### config.mk
export PLATFORM = sky130hd
export DESIGN_NAME = stop_wake_osc_stabilizer
export DESIGN_NICKNAME = d
export VERILOG_FILES = /design/src/core/stabilization_time_counter.v /design/src/core/stop_wake_osc_stabilizer.v
export VERILOG_INCLUDE_DIRS = /design/src /design/src/core
export SDC_FILE = /design/constraint.sdc
export NUM_CORES = 1
export LEC_CHECK = 0
export CORE_UTILIZATION = 40
export DETAILED_ROUTE_END_ITERATION = 8
export DONT_BUFFER_PORTS = 1
export PLACE_DENSITY = 0.56
export SETUP_SLACK_MARGIN = 0.4
export SKIP_LAST_GASP = 1
export SYNTH_ARGS = -nofsm -noshare
export SYNTH_HDL_FRONTEND = slang
export SYNTH_HIERARCHICAL = 1
export SYNTH_SLANG_ARGS = --single-unit
### constraint.sdc
create_clock -name clk_sys -period 4.3 [get_ports clk_sys]
set_input_delay 0.86 -clock clk_sys [delete_from_list [all_inputs] [get_ports clk_sys]]
set_output_delay 0.86 -clock clk_sys [all_outputs]
set_load 0.02 [all_outputs]
### src/core/stop_wake_map.vh
// Constants for the STOP wake-up and clock output control block
`ifndef STOP_WAKE_MAP_VH
`define STOP_WAKE_MAP_VH

// Register offsets (plain port, word addresses)
`define ADDR_POWER_SAVE  4'h0
`define ADDR_STATUS      4'h1

// Power-save control field positions
`define PWR_INH_A_BIT    0
`define PWR_INH_B_BIT    1
`define PWR_STAB_SEL_BIT 2
`define PWR_EXT_CLK_BIT  3
`define PWR_STOP_BIT     4
`define PWR_WIDTH        5
`define PWR_RESET        5'h00

// Status field positions
`define ST_STOPPED_BIT   0
`define ST_WAIT_INACT    1
`define ST_COUNTING      2
`define ST_NMI_PEND      3
`define ST_IN_NMI        4
`define ST_WIDTH         5

// Time base divider exponents for select bit 0 and 1
`define STAB_EXP_SEL0    8
`define STAB_EXP_SEL1    9
`define STAB_WIDTH       10

`endif

### src/core/stabilization_time_counter.v
// Time base counter that measures the oscillator stabilization period
`timescale 1ns/1ps
module stabilization_time_counter (
  input  wire       clk_sys,
  input  wire       rst,
  input  wire       start,
  input  wire       osc_tick,
  input  wire       stabilization_clock_select,
  output reg        done
);
`include "stop_wake_map.vh"

  reg  [`STAB_WIDTH-1:0] count_reg;
  reg                    run_reg;
  wire [`STAB_WIDTH-1:0] last_count;

  // Terminal count is the selected power of two minus one
  assign last_count = stabilization_clock_select ?
                      ((10'h001 << `STAB_EXP_SEL1) - 10'h001) :
                      ((10'h001 << `STAB_EXP_SEL0) - 10'h001);

  always @(posedge clk_sys or posedge rst) begin
    if (rst) begin
      count_reg <= 10'h000;
      run_reg   <= 1'b0;
      done      <= 1'b0;
    end else begin
      done <= 1'b0;
      if (start) begin
        count_reg <= 10'h000;
        run_reg   <= 1'b1;
      end else if (run_reg && osc_tick) begin
        if (count_reg == last_count) begin
          run_reg <= 1'b0;
          done    <= 1'b1;
        end else begin
          count_reg <= count_reg + 10'h001;
        end
      end
    end
  end

endmodule // stabilization_time_counter

### src/core/stop_wake_osc_stabilizer.v
// STOP mode wake-up, oscillator stabilization and clock output gating
// What this block does
// - Reset pin wake-up is a system reset plus a wake marker that gates the reset vector request.
// - Both inhibit bits set stop driving the clock output pin.
// - Flash programming mode keeps the clock output pin undriven.
// - Valid interrupt pin edge ends STOP.
// - After interrupt wake-up, counting starts at the pin's inactive edge.
// - Delay is active level width plus counter period.
// - Count done restarts clock and vectors to interrupt handler.
// - STOP command with an edge still unaccepted is not taken; execution continues.
// - Reset pin falling edge ends STOP.
// - Reset rising edge after wake branches to reset vector; clock already runs from the falling edge.
// - Resonator mode holds execution until the counter completes.
// - Select bit picks resonator divide by 2^8 or 2^9.
// - In STOP, CPU halts, state is held, peripherals stop.
// - Waking interrupt edge is also a normal interrupt request.
// - STOP entered from handler: wake only, request stays pending.
// - STOP refused with direct mode pin or external clock selected.
`timescale 1ns/1ps
module stop_wake_osc_stabilizer (
  input  wire        clk_sys,
  input  wire        rst,
  input  wire [3:0]  reg_addr,
  input  wire [7:0]  reg_wdata,
  input  wire        reg_wr,
  input  wire        reg_rd,
  output reg  [7:0]  reg_rdata,
  input  wire        nmi_pin,
  input  wire        nmi_falling_valid,
  input  wire        reset_pin_n,
  input  wire        osc_tick,
  input  wire        sys_clk_in,
  input  wire        direct_mode_pin,
  input  wire        flash_prog_mode,
  input  wire        nmi_accept,
  input  wire        nmi_return,
  output wire        system_clock_output_pin,
  output wire        system_clock_output_oe,
  output wire        cpu_clock_enable,
  output wire        peripheral_clock_enable,
  output reg         nmi_request,
  output reg         reset_vector_req,
  output reg         nmi_vector_req,
  output wire        system_reset
);
`include "stop_wake_map.vh"

  // One-hot states; RUN is the only state with clocks running
  localparam [3:0] ST_RUN   = 4'b0001;
  localparam [3:0] ST_STOP  = 4'b0010;
  localparam [3:0] ST_WAIT  = 4'b0100;
  localparam [3:0] ST_COUNT = 4'b1000;

  // Synchroniser lanes: 0 interrupt, 1 reset, 2 direct mode, 3 flash mode
  localparam       SYNC_LANES = 4;
  localparam       LANE_NMI   = 0;
  localparam       LANE_RST   = 1;
  localparam       LANE_DIR   = 2;
  localparam       LANE_FLASH = 3;
  // Reset pin lane starts high so no false fall follows reset
  localparam [3:0] SYNC_INIT  = 4'b0010;

  reg  [3:0]            state_reg;
  reg  [3:0]            state_next;
  reg  [`PWR_WIDTH-1:0] power_save_control_reg;
  reg                   nmi_prev_reg;
  reg                   rst_prev_reg;
  reg  [2:0]            nmi_arm_reg;
  reg                   in_nmi_reg;
  reg                   rst_wake_reg;
  wire [SYNC_LANES-1:0] pin_raw;
  wire [SYNC_LANES-1:0] pin_sync;
  wire                  nmi_level;
  wire                  rst_level;
  wire                  dir_level;
  wire                  flash_level;
  wire                  clk_out_inhibit_bit_a;
  wire                  clk_out_inhibit_bit_b;
  wire                  stabilization_clock_select;
  wire                  external_clock_input_select;
  wire                  nmi_active;
  wire                  nmi_valid_edge;
  wire                  rst_fall;
  wire                  rst_rise;
  wire                  pwr_write;
  wire                  stop_req;
  wire                  stop_allowed;
  wire                  stab_start;
  wire                  stab_done;
  wire                  clocks_running;

  // Address decode shared by the write path, the STOP command and reads
  function hit_power_save;
    input [3:0] addr;
    begin
      hit_power_save = (addr == `ADDR_POWER_SAVE);
    end
  endfunction

  function hit_status;
    input [3:0] addr;
    begin
      hit_status = (addr == `ADDR_STATUS);
    end
  endfunction

  assign clk_out_inhibit_bit_a       = power_save_control_reg[`PWR_INH_A_BIT];
  assign clk_out_inhibit_bit_b       = power_save_control_reg[`PWR_INH_B_BIT];
  assign stabilization_clock_select  = power_save_control_reg[`PWR_STAB_SEL_BIT];
  // The selection written with the STOP command is the one in force
  assign external_clock_input_select = reg_wdata[`PWR_EXT_CLK_BIT];

  // Pin inputs come from outside the clock domain
  assign pin_raw = {flash_prog_mode, direct_mode_pin, reset_pin_n, nmi_pin};

  genvar gi;
  generate
    for (gi = 0; gi < SYNC_LANES; gi = gi + 1) begin : g_sync
      reg first_ff_reg;
      reg second_ff_reg;
      always @(posedge clk_sys or posedge rst) begin
        if (rst) begin
          first_ff_reg  <= SYNC_INIT[gi];
          second_ff_reg <= SYNC_INIT[gi];
        end else begin
          first_ff_reg  <= pin_raw[gi];
          second_ff_reg <= first_ff_reg;
        end
      end
      // Only the second stage is read outside the lane
      assign pin_sync[gi] = second_ff_reg;
    end
  endgenerate

  assign nmi_level   = pin_sync[LANE_NMI];
  assign rst_level   = pin_sync[LANE_RST];
  assign dir_level   = pin_sync[LANE_DIR];
  assign flash_level = pin_sync[LANE_FLASH];

  // Interrupt edges wait until the history holds real pin samples,
  // whatever the selected polarity, so reset never fakes an edge
  always @(posedge clk_sys or posedge rst) begin
    if (rst) begin
      nmi_prev_reg <= 1'b0;
      rst_prev_reg <= 1'b1;
      nmi_arm_reg  <= 3'h0;
    end else begin
      nmi_prev_reg <= nmi_active;
      rst_prev_reg <= rst_level;
      nmi_arm_reg  <= {nmi_arm_reg[1:0], 1'b1};
    end
  end

  // Active level follows the selected valid edge polarity
  assign nmi_active     = nmi_level ^ nmi_falling_valid;
  assign nmi_valid_edge = nmi_arm_reg[2] & nmi_active & ~nmi_prev_reg;
  assign rst_fall       = rst_prev_reg & ~rst_level;
  assign rst_rise       = ~rst_prev_reg & rst_level;

  // Reset pin low is passed on as system reset, same as a cold reset
  assign system_reset = ~rst_level;

  assign pwr_write    = reg_wr && hit_power_save(reg_addr);
  assign stop_req     = pwr_write && reg_wdata[`PWR_STOP_BIT];
  assign stop_allowed = ~dir_level & ~external_clock_input_select;

  always @(posedge clk_sys or posedge rst) begin
    if (rst) begin
      power_save_control_reg <= `PWR_RESET;
    end else if (!rst_level) begin
      // Pin reset clears settings exactly as a cold reset does
      power_save_control_reg <= `PWR_RESET;
    end else if (pwr_write) begin
      // STOP is a command bit and is not held
      power_save_control_reg <= {1'b0, reg_wdata[3:0]};
    end
  end

  always @* begin
    state_next = state_reg;
    case (state_reg)
      ST_RUN: begin
        // A pending request blocks STOP entry so no edge is lost
        if (stop_req && stop_allowed && !nmi_request) begin
          state_next = ST_STOP;
        end
      end
      ST_STOP: begin
        if (rst_fall) begin
          state_next = ST_RUN;
        end else if (nmi_valid_edge) begin
          state_next = ST_WAIT;
        end
      end
      ST_WAIT: begin
        if (!nmi_active) begin
          state_next = ST_COUNT;
        end
      end
      ST_COUNT: begin
        if (stab_done) begin
          state_next = ST_RUN;
        end
      end
      default: begin
        state_next = ST_RUN;
      end
    endcase
  end

  always @(posedge clk_sys or posedge rst) begin
    if (rst) begin
      state_reg <= ST_RUN;
    end else if (!rst_level) begin
      state_reg <= ST_RUN;
    end else begin
      state_reg <= state_next;
    end
  end

  // Counter starts at the inactive edge, so the total wait is level width plus period
  assign stab_start = (state_reg == ST_WAIT) && !nmi_active;

  stabilization_time_counter u_stab (
    .clk_sys                    (clk_sys),
    .rst                        (rst),
    .start                      (stab_start),
    .osc_tick                   (osc_tick),
    .stabilization_clock_select (stabilization_clock_select),
    .done                       (stab_done)
  );

  // Execution held in STOP and during stabilization
  assign clocks_running          = (state_reg == ST_RUN);
  assign cpu_clock_enable        = clocks_running;
  assign peripheral_clock_enable = clocks_running;

  // Request set wins over accept in the same cycle; a pin reset
  // drops request and handler state as a cold reset would
  always @(posedge clk_sys or posedge rst) begin
    if (rst) begin
      nmi_request      <= 1'b0;
      in_nmi_reg       <= 1'b0;
      rst_wake_reg     <= 1'b0;
      reset_vector_req <= 1'b0;
      nmi_vector_req   <= 1'b0;
    end else begin
      reset_vector_req <= 1'b0;
      nmi_vector_req   <= 1'b0;
      if (!rst_level) begin
        nmi_request <= 1'b0;
      end else if (nmi_valid_edge) begin
        nmi_request <= 1'b1;
      end else if (nmi_accept && state_reg == ST_RUN) begin
        nmi_request <= 1'b0;
      end
      if (!rst_level) begin
        in_nmi_reg <= 1'b0;
      end else if (nmi_accept) begin
        in_nmi_reg <= 1'b1;
      end else if (nmi_return) begin
        in_nmi_reg <= 1'b0;
      end
      // Wake marker survives the pin reset it was made by
      if (state_reg == ST_STOP && rst_fall) begin
        rst_wake_reg <= 1'b1;
      end else if (rst_wake_reg && rst_rise) begin
        rst_wake_reg     <= 1'b0;
        reset_vector_req <= 1'b1;
      end
      // Inside the handler the wake only ends STOP; request stays pending
      if (state_reg == ST_COUNT && stab_done && !in_nmi_reg) begin
        nmi_vector_req <= 1'b1;
      end
    end
  end

  // Limitation: the flash mode level is seen two clocks late on the pin
  assign system_clock_output_oe = ~flash_level &
                                  ~(clk_out_inhibit_bit_a & clk_out_inhibit_bit_b);
  // Low level while the internal clock is stopped
  assign system_clock_output_pin = system_clock_output_oe & sys_clk_in &
                                   clocks_running;

  always @(posedge clk_sys or posedge rst) begin
    if (rst) begin
      reg_rdata <= 8'h00;
    end else if (reg_rd) begin
      if (hit_power_save(reg_addr)) begin
        reg_rdata <= {3'h0, power_save_control_reg};
      end else if (hit_status(reg_addr)) begin
        reg_rdata <= {3'h0, in_nmi_reg, nmi_request, state_reg[3], state_reg[2],
                      state_reg[1]};
      end else begin
        reg_rdata <= 8'h00;
      end
    end else begin
      reg_rdata <= 8'h00;
    end
  end

endmodule // stop_wake_osc_stabilizer

; After elaboration in Yosys (flattened, before gate mapping)
; Cells that the tools add are included.
[word_totals]
regBits = 47
in_bits = 25
elab_cells = 108
[classes]
n_addsub = 1
eq_ne = 14
muxes = 33
bitwise_logic = 17
reduce_logical = 21
[op_table]
columns = cell, n
row1 = 10-bit 2-to-1 mux, 3
row2 = 4-bit 2-to-1 mux, 6
row3 = 5-bit 2-to-1 mux, 4
row4 = 1-bit 2-to-1 mux, 17
row5 = 4-bit one-hot mux with 4 select lines, 1
row6 = 1-bit logical AND, 11
row7 = "10-bit by 1-bit adder with 10-bit output, second input constant", 1
row8 = 10-bit equality test, 1
row9 = 1-bit AND, 9
row10 = 9-bit 2-to-1 mux, 1
row11 = "3-bit by 2-bit inequality test with 1-bit output, second input constant", 3
row12 = "4-bit by 1-bit equality test with 1-bit output, second input constant", 2
row13 = 8-bit 2-to-1 mux, 1
row14 = 1-bit NOT, 7
row15 = "3-bit inequality test, second input constant", 2
row16 = 2-bit nonzero test, 3
row17 = "4-bit by 2-bit equality test with 1-bit output, second input constant", 1
row18 = "4-bit by 3-bit equality test with 1-bit output, second input constant", 1
row19 = "4-bit equality test, second input constant", 1
row20 = 4-bit zero test, 1
row21 = "2-bit inequality test, second input constant", 2
row22 = "4-bit inequality test, second input constant", 1
row23 = 2-bit AND reduction, 2
row24 = 4-bit AND reduction, 1
row25 = 2 further kinds, 4

; Depth between registers and ports, before layout
; Gate-level depths: netlist of run 1.
[logic_depth]
ltp_word = 8
ltp_mapped = 6

; Modules after synthesis
; Netlist of run 1, hierarchy kept.
[modules_own_cells]
columns = module, n_inst, cells_per_inst, area_each_um2, seq_area_each_um2
row1 = stop_wake_osc_stabilizer, 1, 106, 1266.2, 780.7
row2 = stabilization_time_counter, 1, 68, 660.6, 300.3

; Least setup slack after synthesis of run 1
; Ideal clock, no wire load.
[synth_path]
kind = register -> output
from = register state_reg[1]
to = output system_clock_output_pin
arrival_ns = 1.366
required_time_ns = 3.440
path_slack_ns = 2.074
path_stages_with_launch = 4
n_path_buf = 1
cell_sequence = dfrtp_1 > buf_6 > nor4b_4 > and3_1
[synth_between]
elab_chain_len = 2
[synth_rtl]
columns = element, line_no
row1 = "start, declared", stop_wake_osc_stabilizer.v:63  ; reg [3:0] state_reg;
row2 = "start signal, assigned", stop_wake_osc_stabilizer.v:217  ; state_reg <= state_next;
row3 = 4-bit by 1-bit equality test with 1-bit output, stop_wake_osc_stabilizer.v:234  ; assign clocks_running = (state_reg == ST_RUN);
row4 = via cpu_clock_enable, stop_wake_osc_stabilizer.v:39  ; output wire cpu_clock_enable,
row5 = 1-bit AND, stop_wake_osc_stabilizer.v:282  ; assign system_clock_output_pin = system_clock_output_oe & sys_clk_in &
row6 = "end, declared", stop_wake_osc_stabilizer.v:37  ; output wire system_clock_output_pin,
; The timed path passes the listed nets, and every way through them passes these cells.

; Worst setup path after layout of run 1
[layout_path]
from = register state_reg[0]
to = output system_clock_output_pin
; Same word-level chain as after synthesis.

==> run metrics, run 1 <==
FP Rows=24; share of cells above drive strength 1=0.109; vias in the first global route=between 1k and 1.5k; Max-cap violations=0; Max clock buf depth=2; unrepaired setup endpoints after global routing=false; Final Util=0.447; CTS Buf Count=5; worst skew pair latency=0.29 ns; clock-pin transition on the worst setup and hold timing paths=0.07 ns; CTS tree=done; commonest non-fill, non-tap cell in the layout=dfrtp_1; Avg Cell Area, Syn=around 11 um2; Post-Route WL=approximately 3.4 mm; grt ovf=0; PD cells=343 nW/um2; Ys Warns=6; clk_skew=between 0.007 and 0.008 ns; Final HPWL DP=between 2 and 2.5 mm; Area Overhead vs Synth=4.42%; Gate Count Post-Synth=between 150 and 200; failing checks=design-rule violations; I/O pin count=41; H-tree depth=2; Post-Place Setup Slack=between 1.5 and 2 ns; #FFs+latches synth=43; final net count=200; Slowest-stage cell, CP=nor4b_4; ant diodes=0; initial antenna violation count=0; crit-path cells=nor4b_4, and3_1; Pins Over Slew Limit=0; Hold Path Class=flop to flop; placed cell count=between 200 and 250; Worst EP required=approximately 3.4 ns; Root Buffer=clkbuf_8; CP Capture Type=primary output; P_leak=between 0.8 and 0.9 nW; Initial Util=0.428; Initial DRC Count=50; ys flop type=dfrtp_1; clk sinks=43; Critical path buffers and inverters=0; postcts setup bufs=0; Core Area=roughly 4500 um2; Placer Congestion=around 0.80; final setup vio count=0; Total Routing Usage GR=0.148; ys async rst share=1.00; drt pass-1 iters=6; final hold vios=0; CTS Hold Bufs=0; via count=between 1k and 1.5k; register area share after synthesis=0.561; Avg WL per Cell=roughly 15 um; synthesized area=between 1500 and 2000 um2; Max-Slew Margin vs Limit=0.439; outcome=finished with violations; Crit path max-delay family=simple AND/OR/NAND/NOR gates; CP peak stage delay=roughly 0.7 ns; crit share post-route=0.653; commonest non-fill, non-tap cells in the layout=dfrtp_1 (39), a21oi_1 (13), nor2_1 (12); critical path fanouts, max=7; slack of the critical path=roughly 1.5 ns; IO buf count=0; Max rail drop VDD=approximately 0.0002 V; critical path class=flop to primary output; Worst EP arrival=1.95 ns; Fmax=roughly 360 MHz; Critical Path Start Type=flop; Die Span X=approximately 70 um; Vert. Die Dim=just over 70 um; largest net degree at the start of global routing=32; Largest register FFs=10; min Tclk post-route=about 2.8 ns; Post-synth EDFFs=0; Final ANT Viol Nets=0; global-route wire length before repair=about 5.9 mm; post-synth cell types=50; die footprint=roughly 5000 um2; post-DR vias/cell=5.63; cts repair resizes=0; total power=0.000690 W; number of remaining DRC errors=1; non-filler instance count after layout=between 200 and 250; Slew @ Worst Pin=0.838 ns; setup_tns=0 ns
[worst paths after layout]
path                                        startpoint                      end  slack (ns)  cells after the start
max in group asynchronous                          rst   g_sync[1].first_ff_reg        3.45                      2
worst max register to register            state_reg[0]              nmi_request        2.50                      3
min in group asynchronous                          rst              u_stab/done        0.47                      1
worst min register to register  g_sync[0].first_ff_reg  g_sync[0].second_ff_reg        0.35                      0
worst min-delay path            g_sync[0].first_ff_reg  g_sync[0].second_ff_reg        0.35                      0
worst max-delay path                      state_reg[0]  system_clock_output_pin        1.49                      2
[power breakdown]
| group | internal [W] | leakage (nW) | switching, W | total, W |
|---|---|---|---|---|
| sequential | 0.000414 | 0.557 | 0.00000602 | 0.000420 |
| clock | 0.000113 | 0.0412 | 0.000130 | 0.000243 |
| combinational | 0.00000683 | 0.287 | 0.0000200 | 0.0000268 |
| total | 0.000534 | 0.885 | 0.000156 | 0.000690 |
[layer usage]
metal,vias to the layer above,track usage,share of wire
met5,-,0,0
met4,0,0.0667,0.017
met3,6,0.0338,0.047
met2,35,0.249,0.51
met1,628,0.184,0.43
li1,608,-,-
[stage by stage]
stage	instance area, um2	hold WS (ns)
after floorplan	1930	0.331
after global placement	1930	0.332
after detailed placement	1930	0.339
after CTS	2010	0.357
after global routing	2010	0.364
final	2010	0.353
[layout make-up]
type                       count  area, um2
clock buffer                   6       72.6
clock inverter                 2       12.5
fill                         434       2490
inverter                       7       26.3
multi-input combinational    116        747
sequential                    43       1080
tap                           52       65.1
timing repair buffer           1       7.51
[Yosys cell counts (3+ instances only)]
library cell / number / area (um2)
a21oi_1: 13 / 65.1
or3_1: 4 / 25.0
inv_1: 6 / 22.5
nand3_1: 10 / 50.1
buf_4: 5 / 37.5
xnor2_1: 3 / 26.3
buf_6: 3 / 33.8
nand2_1: 11 / 41.3
o21ai_0: 9 / 45.0
nor3b_1: 3 / 22.5
mux2i_1: 6 / 60.1
nor2_1: 12 / 45.0
nand4_1: 3 / 18.8
dfstp_2: 4 / 105
dfrtp_1: 39 / 976
[cells by family after synthesis]
family | after synthesis | share of synthesized area
buffers and inverters | 17 | 0.0552
adder cells (fa/ha/maj) | 1 | 0.00649
XOR/XNOR | 5 | 0.0227
AND/OR/NAND/NOR | 66 | 0.210
other | 2 | 0.00390
flip-flops | 43 | 0.561
AO/OA/AOI/OAI | 34 | 0.110
multiplexers | 6 | 0.0312
Power figures use the tool's default switching activity.
==> inputs of run 2 (changes only) <==
ABC_AREA = 1   (was unset)
clock period = 2.6 ns   (was 4.3 ns; I/O delays follow)
==> run 2 against run 1 <==
The flow now finishes without violations; combinational power increased to 12 times the previous value; worst setup slack got worse by 0.97 ns; global-route usage increased by 0.27 points; core utilization increased by 0.75 points; routed wire length increased by 0.94%; sequential power increased by 95%; synthesized area increased by 5.0%; register-to-register slack got worse by 1.8 ns; largest cell class unchanged.
==> run metrics, run 2 <==
outcome=completed (was finished with violations); Placer Congestion=0.785 (was 0.796); FP Rows=25 (was 24); Post-synth top cells=nand2_1 (50), dfrtp_1 (39), inv_1 (30) (was dfrtp_1 (39), a21oi_1 (13), nor2_1 (12)); clk_skew=0.00505 ns (was 0.00705 ns); initial antenna violation count=0 (unchanged); Total Routing Usage GR=0.151 (was 0.148); Net Switching=0.000510 W (was 0.000156 W); Net Sw Frac=0.317 (was 0.226); synthesized area=2020 um2 (was 1930 um2); postcts setup bufs=0 (unchanged); commonest non-fill, non-tap cell in the layout=nand2_1 (was dfrtp_1); crit-path cells=a21oi_1, nand2_1, nor2_1 (was nor4b_4, and3_1); commonest non-fill, non-tap cells in the layout=nand2_1 (50), dfrtp_1 (39), inv_1 (30) (was dfrtp_1 (39), a21oi_1 (13), nor2_1 (12)); Post-Route WL=3.42 mm (was 3.39 mm); #FFs+latches synth=43 (unchanged); Post-Place Setup Slack=0.598 ns (was 1.79 ns); ys flop type=dfrtp_1 (unchanged); Critical path buffers and inverters=0 (unchanged); ant diodes=0 (unchanged); Pins Over Slew Limit=0 (unchanged); Die Span X=73.1 um (was 71.4 um); number of remaining DRC errors=0 (was 1); crit share post-route=0.799; CP peak stage delay=0.43 ns (was 0.70 ns); final setup vio count=0 (unchanged); critical path fanouts, max=2 (was 7); vias in the first global route=1374 (was 1229); die footprint=5350 um2 (was 5100 um2); clk sinks=43 (unchanged); Post-synth EDFFs=0 (unchanged); CP Capture Type=primary output (unchanged); share of cells above drive strength 1=0.167 (was 0.109); Max-Slew Margin vs Limit=0.646 (was 0.439); gr busiest metal=met2 (unchanged); Reg power frac=0.509 (was 0.609); Vert. Die Dim=73.1 um (was 71.4 um); Critical Path Start Type=flop (unchanged); Core Area=4790 um2 (was 4500 um2); area share of the largest cell type after synthesis=0.482 (was 0.506); global-route wire length before repair=6.14 mm (was 5.85 mm); Avg Cell Area, Syn=8.65 um2 (was 11.1 um2); Initial DRC Count=66 (was 50); clock power share=0.286 (was 0.353); fill count=477 (was 434); Initial Util=0.423 (was 0.428); Gate Count Post-Synth=234 (was 174); Crit path max-delay family=simple AND/OR/NAND/NOR gates (unchanged); CTS tree=done (unchanged); drt pass-1 iters=4 (was 6); worst skew pair latency=0.29 ns (about the same); Fmax=481 MHz; cts repair resizes=0 (unchanged); placed cell count=298 (was 219); largest net degree at the start of global routing=32 (unchanged); Root Buffer=clkbuf_8 (unchanged); final hold vios=0 (unchanged); grt ovf=0 (unchanged); Largest register FFs=10 (unchanged); Avg WL per Cell=11.2 um (was 14.9 um); Max rail drop VDD=0.000320 V (was 0.000200 V); H-tree depth=2 (unchanged); post-synth cell types=28 (was 50); CTS Hold Bufs=0 (unchanged); clock-pin transition on the worst setup and hold timing paths=0.08 ns (was 0.07 ns); setup_tns=0 ns (unchanged); register area share after synthesis=0.534 (was 0.561); R2R Setup Slk=0.70 ns (was 2.50 ns); Max-cap violations=0 (unchanged); ys async rst share=1.00 (unchanged); Slew @ Worst Pin=0.527 ns (was 0.838 ns); Final HPWL DP=2.58 mm (was 2.46 mm); Max clock buf depth=2 (unchanged); via count=1444 (was 1277); non-filler instance count after layout=306 (was 227); Slowest-stage cell, CP=a21oi_1 (was nor4b_4); Worst EP arrival=1.56 ns (was 1.95 ns); slack of the critical path=0.523 ns (was 1.49 ns); grt met3 use=0.0497 (was 0.0338); Final ANT Viol Nets=0 (unchanged); final net count=264 (was 200); post-DR vias/cell=4.72 (was 5.63); most frequent cell after synthesis=nand2_1 (was dfrtp_1); unrepaired setup endpoints after global routing=false (unchanged); Area Overhead vs Synth=7.42% (was 4.42%); Int Pwr=0.00110 W (was 0.000534 W); Combinational Power Share=0.205 (was 0.039); GR Layer Usage met1=0.202 (was 0.184); PD cells=740 nW/um2 (was 343 nW/um2); min Tclk post-route=between 2 and 2.5 ns; IO buf count=0 (unchanged); critical path class=flop to primary output (unchanged); Worst EP required=2.08 ns (was 3.44 ns); Hold Path Class=primary input to asynchronous set/reset pin (was flop to flop); largest cells by area after synthesis=dfrtp_1 (48%), nand2_1 (9.3%), nand3_1 (6.4%), inv_1 (5.6%), dfstp_2 (5.2%) (was dfrtp_1 (51%), dfstp_2 (5.5%), a21oi_1 (3.4%), mux2i_1 (3.1%), nand3_1 (2.6%)); CTS Buf Count=5 (unchanged); Ys Warns=6 (unchanged); P_leak=1.05 nW (was 0.885 nW); Synth area leader=dfrtp_1 (unchanged); I/O pin count=41 (unchanged); M2 GR Usage=0.230 (was 0.249)
==> run 2: cell count changes after synthesis, sizes merged, moves of 6 or more <==
cell	previous run	this run
o21ai	9	15
mux2i	6	0
inv	6	35
nand2	12	55
nor2	12	28
a21oi	13	2
nand3	10	29
==> run 2: through the flow <==
stage	instance area [um2]	power [W]	hold WS (ns)	util
global placement	2070	0.00116	0.333	0.432
detailed placement	2070	0.00116	0.336	0.432
finish	2170	0.00161	0.119	0.454
floorplan	2030	0.00113	0.331	-
global route	2170	0.00172	0.173	0.454
CTS	2170	0.00164	0.129	0.454
==> run 2: path summary, 6_finish.rpt <==
check,from,to,cells after the start
min in group clk_sys,reset_pin_n,g_sync[1].first_ff_reg,0
hold reg to reg,nmi_arm_reg[1],nmi_arm_reg[2],0
setup reg to reg,state_reg[1],u_stab/count_reg[7],7
max in group asynchronous,rst,g_sync[1].second_ff_reg,2
hold / removal,rst,u_stab/count_reg[0],1
setup / recovery,power_save_control_reg[0],system_clock_output_pin,3
==> run 2: layout make-up <==
cell class	count	area, um2	area share
Clock buffer	7	96.3	0.0443
Timing Repair Buffer	1	7.51	0.00345
Tap cell	67	83.8	0.0386
Inverter	35	136	0.0628
Multi-Input combinational cell	152	761	0.350
Sequential cell	43	1080	0.497
Clock inverter	1	7.51	0.00345
==> run 2: cells by family after synthesis <==
group / after synthesis / synth area share
compound gates: 25 / 0.0785
fa+ha+maj: 1 / 0.00618
buf+inv: 41 / 0.0934
flops: 43 / 0.534
other cells: 2 / 0.00371
simple gates: 122 / 0.284
==> run 2: power groups by stage <==
stage	combinational, W	clock, W	sequential [W]
finish	0.000330	0.000460	0.000818
CTS	0.000335	0.000486	0.000818
floorplan	0.000310	0	0.000815
global route	0.000380	0.000515	0.000830
detailed placement	0.000333	0	0.000831
global placement	0.000330	0	0.000830
==> run 2: metal layers <==
layer	vias up	part of all wire
met3	5	0.073
met5	-	0
met4	0	0.012
met2	42	0.43
met1	650	0.48
li1	747	-
==> inputs of run 3 (changes only) <==
clock period = 2.1 ns   (was 2.6 ns; I/O delays follow)
==> run 3 against run 2 <==
Non-clock buffer count up 5; register-to-register slack lost 0.22 ns; core utilization rose by 2.6 points; first-iteration DRC count decreased by 3.0%; power is 32% higher; largest cell class unchanged; cell area rose by 5.7%; via count up 3.9%; hold slack worse by 0.089 ns; clock skew is essentially flat; critical path depth is 1 higher.
==> run metrics, run 3 (synthesized netlist as in run 2, its figures left out) <==
FF/Latch Area=1080 um2 (unchanged); Met1 Wirelength=1.76 mm (was 1.65 mm); min Tclk post-route=approximately 1.6 ns; commonest non-fill, non-tap cells in the layout=nand2_1 (47), dfrtp_1 (39), inv_1 (29) (was nand2_1 (50), dfrtp_1 (39), inv_1 (30)); Worst EP arrival=1.22 ns (was 1.56 ns); worst r2r src=state_reg[0] (was state_reg[1]); Total Routing Usage GR=0.155 (was 0.151); Max-cap violations=0 (unchanged); largest net degree at the start of global routing=32 (unchanged); Max rail drop VDD=0.000391 V (was 0.000320 V); CTS Buf Count=5 (unchanged); footprint of the multi-input gates=842 um2 (was 761 um2); drt pass-1 iters=4 (unchanged); Critical Path Start Type=flop (unchanged); Post-Route WL=3.72 mm (was 3.42 mm); Hold Path Class=primary input to asynchronous set/reset pin (unchanged); Largest register FFs=10 (unchanged); number of remaining DRC errors=0 (unchanged); worst skew pair latency=0.29 ns (about the same); clock-pin transition on the worst setup and hold timing paths=0.08 ns (about the same); via count=1501 (was 1444); final design instance area without fill=2300 um2 (was 2170 um2); Die Span X=73.1 um (unchanged); critical path class=flop to primary output (unchanged); share of cells above drive strength 1=0.215 (was 0.167); setup_tns=0 ns (unchanged); H-tree depth=2 (unchanged); Initial DRC Count=64 (was 66); final hold vios=0 (unchanged); final setup vio count=0 (unchanged); die footprint=5350 um2 (unchanged); crit path from=power_save_control_reg[0] (unchanged); Root Buffer=clkbuf_8 (unchanged); IO buf count=0 (unchanged); initial antenna violation count=0 (unchanged); clk_skew=0.00515 ns (was 0.00505 ns); commonest non-fill, non-tap cell in the layout=nand2_1 (unchanged); global-route wire length before repair=6.11 mm (was 6.14 mm); fill count=450 (was 477); ant diodes=0 (unchanged); Max clock buf depth=2 (unchanged); grt ovf=0 (unchanged); outcome=completed (unchanged); unrepaired setup endpoints after global routing=false (unchanged); Final HPWL DP=2.60 mm (was 2.58 mm); Fmax=between 600 and 700 MHz; P_leak=1.10 nW (was 1.05 nW); Initial Util=0.423 (unchanged); PD cells=924 nW/um2 (was 740 nW/um2); Vert. Die Dim=73.1 um (unchanged); top routing layer used=met4 (unchanged); vias in the first global route=1343 (was 1374); Pins Over Slew Limit=0 (unchanged); Placer Congestion=0.810 (was 0.785); critical path fanouts, max=2 (unchanged); Post-DP Area=2090 um2 (was 2070 um2); Worst EP required=1.68 ns (was 2.08 ns); Area Overhead vs Synth=13.5% (was 7.42%); I/O pin count=41 (unchanged); Final ANT Viol Nets=0 (unchanged); Avg WL per Cell=11.9 um (was 11.2 um); final net count=271 (was 264); CP Capture Type=primary output (unchanged); Core Area=4790 um2 (unchanged); met2 wire len=1.63 mm (was 1.47 mm); routed wl met3=260 um (was 251 um); CTS Hold Bufs=0 (unchanged); post-DR vias/cell=4.80 (was 4.72); FP Rows=25 (unchanged); total power=0.00212 W (was 0.00161 W); crit share post-route=0.783; CTS tree=done (unchanged); clk sinks=43 (unchanged)
## run 3: cell types whose count changed in the layout (fill, tap and decap cells not counted), sizes merged
cell	change
bufinv	+1
buf	+5
clkinvlp	-1
nand2	+2
## run 3: metal layers
metal  vias to the layer above  track usage
met2                        42        0.234
met3                         6       0.0483
met4                         0       0.0741
met1                       690        0.201
li1                        763            -
met5                         -            0
## run 3: worst max-delay path, stage by stage (launching register included)
cell     delay (ns)
dfrtp_1        0.38
a21oi_1        0.15
buf_4          0.16
nand2_2        0.07
nor2_4         0.17
## run 3: worst paths after layout
check	end	depth (start not counted)	slack, ns
max in group asynchronous	g_sync[1].second_ff_reg	2	1.70
worst max register to register	u_stab/count_reg[8]	10	0.48
min in group clk_sys	g_sync[1].first_ff_reg	0	0.12
worst max-delay path	system_clock_output_pin	4	0.46
worst min-delay path	u_stab/run_reg	1	0.03
worst min register to register	nmi_arm_reg[2]	0	0.35
## run 3: area by class of cell
type                       instances  area share
clock buffer                       7      0.0332
clock inverter                     1      0.0131
inverter                          35      0.0605
multi-input combinational        154       0.367
sequential                        43       0.471
tap                               67      0.0365
timing repair buffer               6      0.0196
## run 3: timing repair
item,in CTS,in global routing
pin swaps,0,8
setup endpoints to repair,1,12
endpoints found under the hold margin,0,0
setup buffers,0,2
gates resized for setup,2,17
cloned,0,2
## run 3: stage by stage
step	setup WS, ns	utilization	hold slack, ns	cells
finish	0.456	0.480	0.0301	313
CTS	0.404	0.461	0.0327	309
detailed placement	0.411	0.437	0.336	301
floorplan	0.478	-	0.285	236
global placement	0.440	0.437	0.332	301
global route	0.391	0.480	0.0555	313
## run 3: power by group
part / switching [W] / internal, W / total, W
Clock: 0.000276 / 0.000356 / 0.000632
Combinational: 0.000304 / 0.000166 / 0.000470
Sequential: 0.0000937 / 0.000928 / 0.00102
Total: 0.000674 / 0.00145 / 0.00212
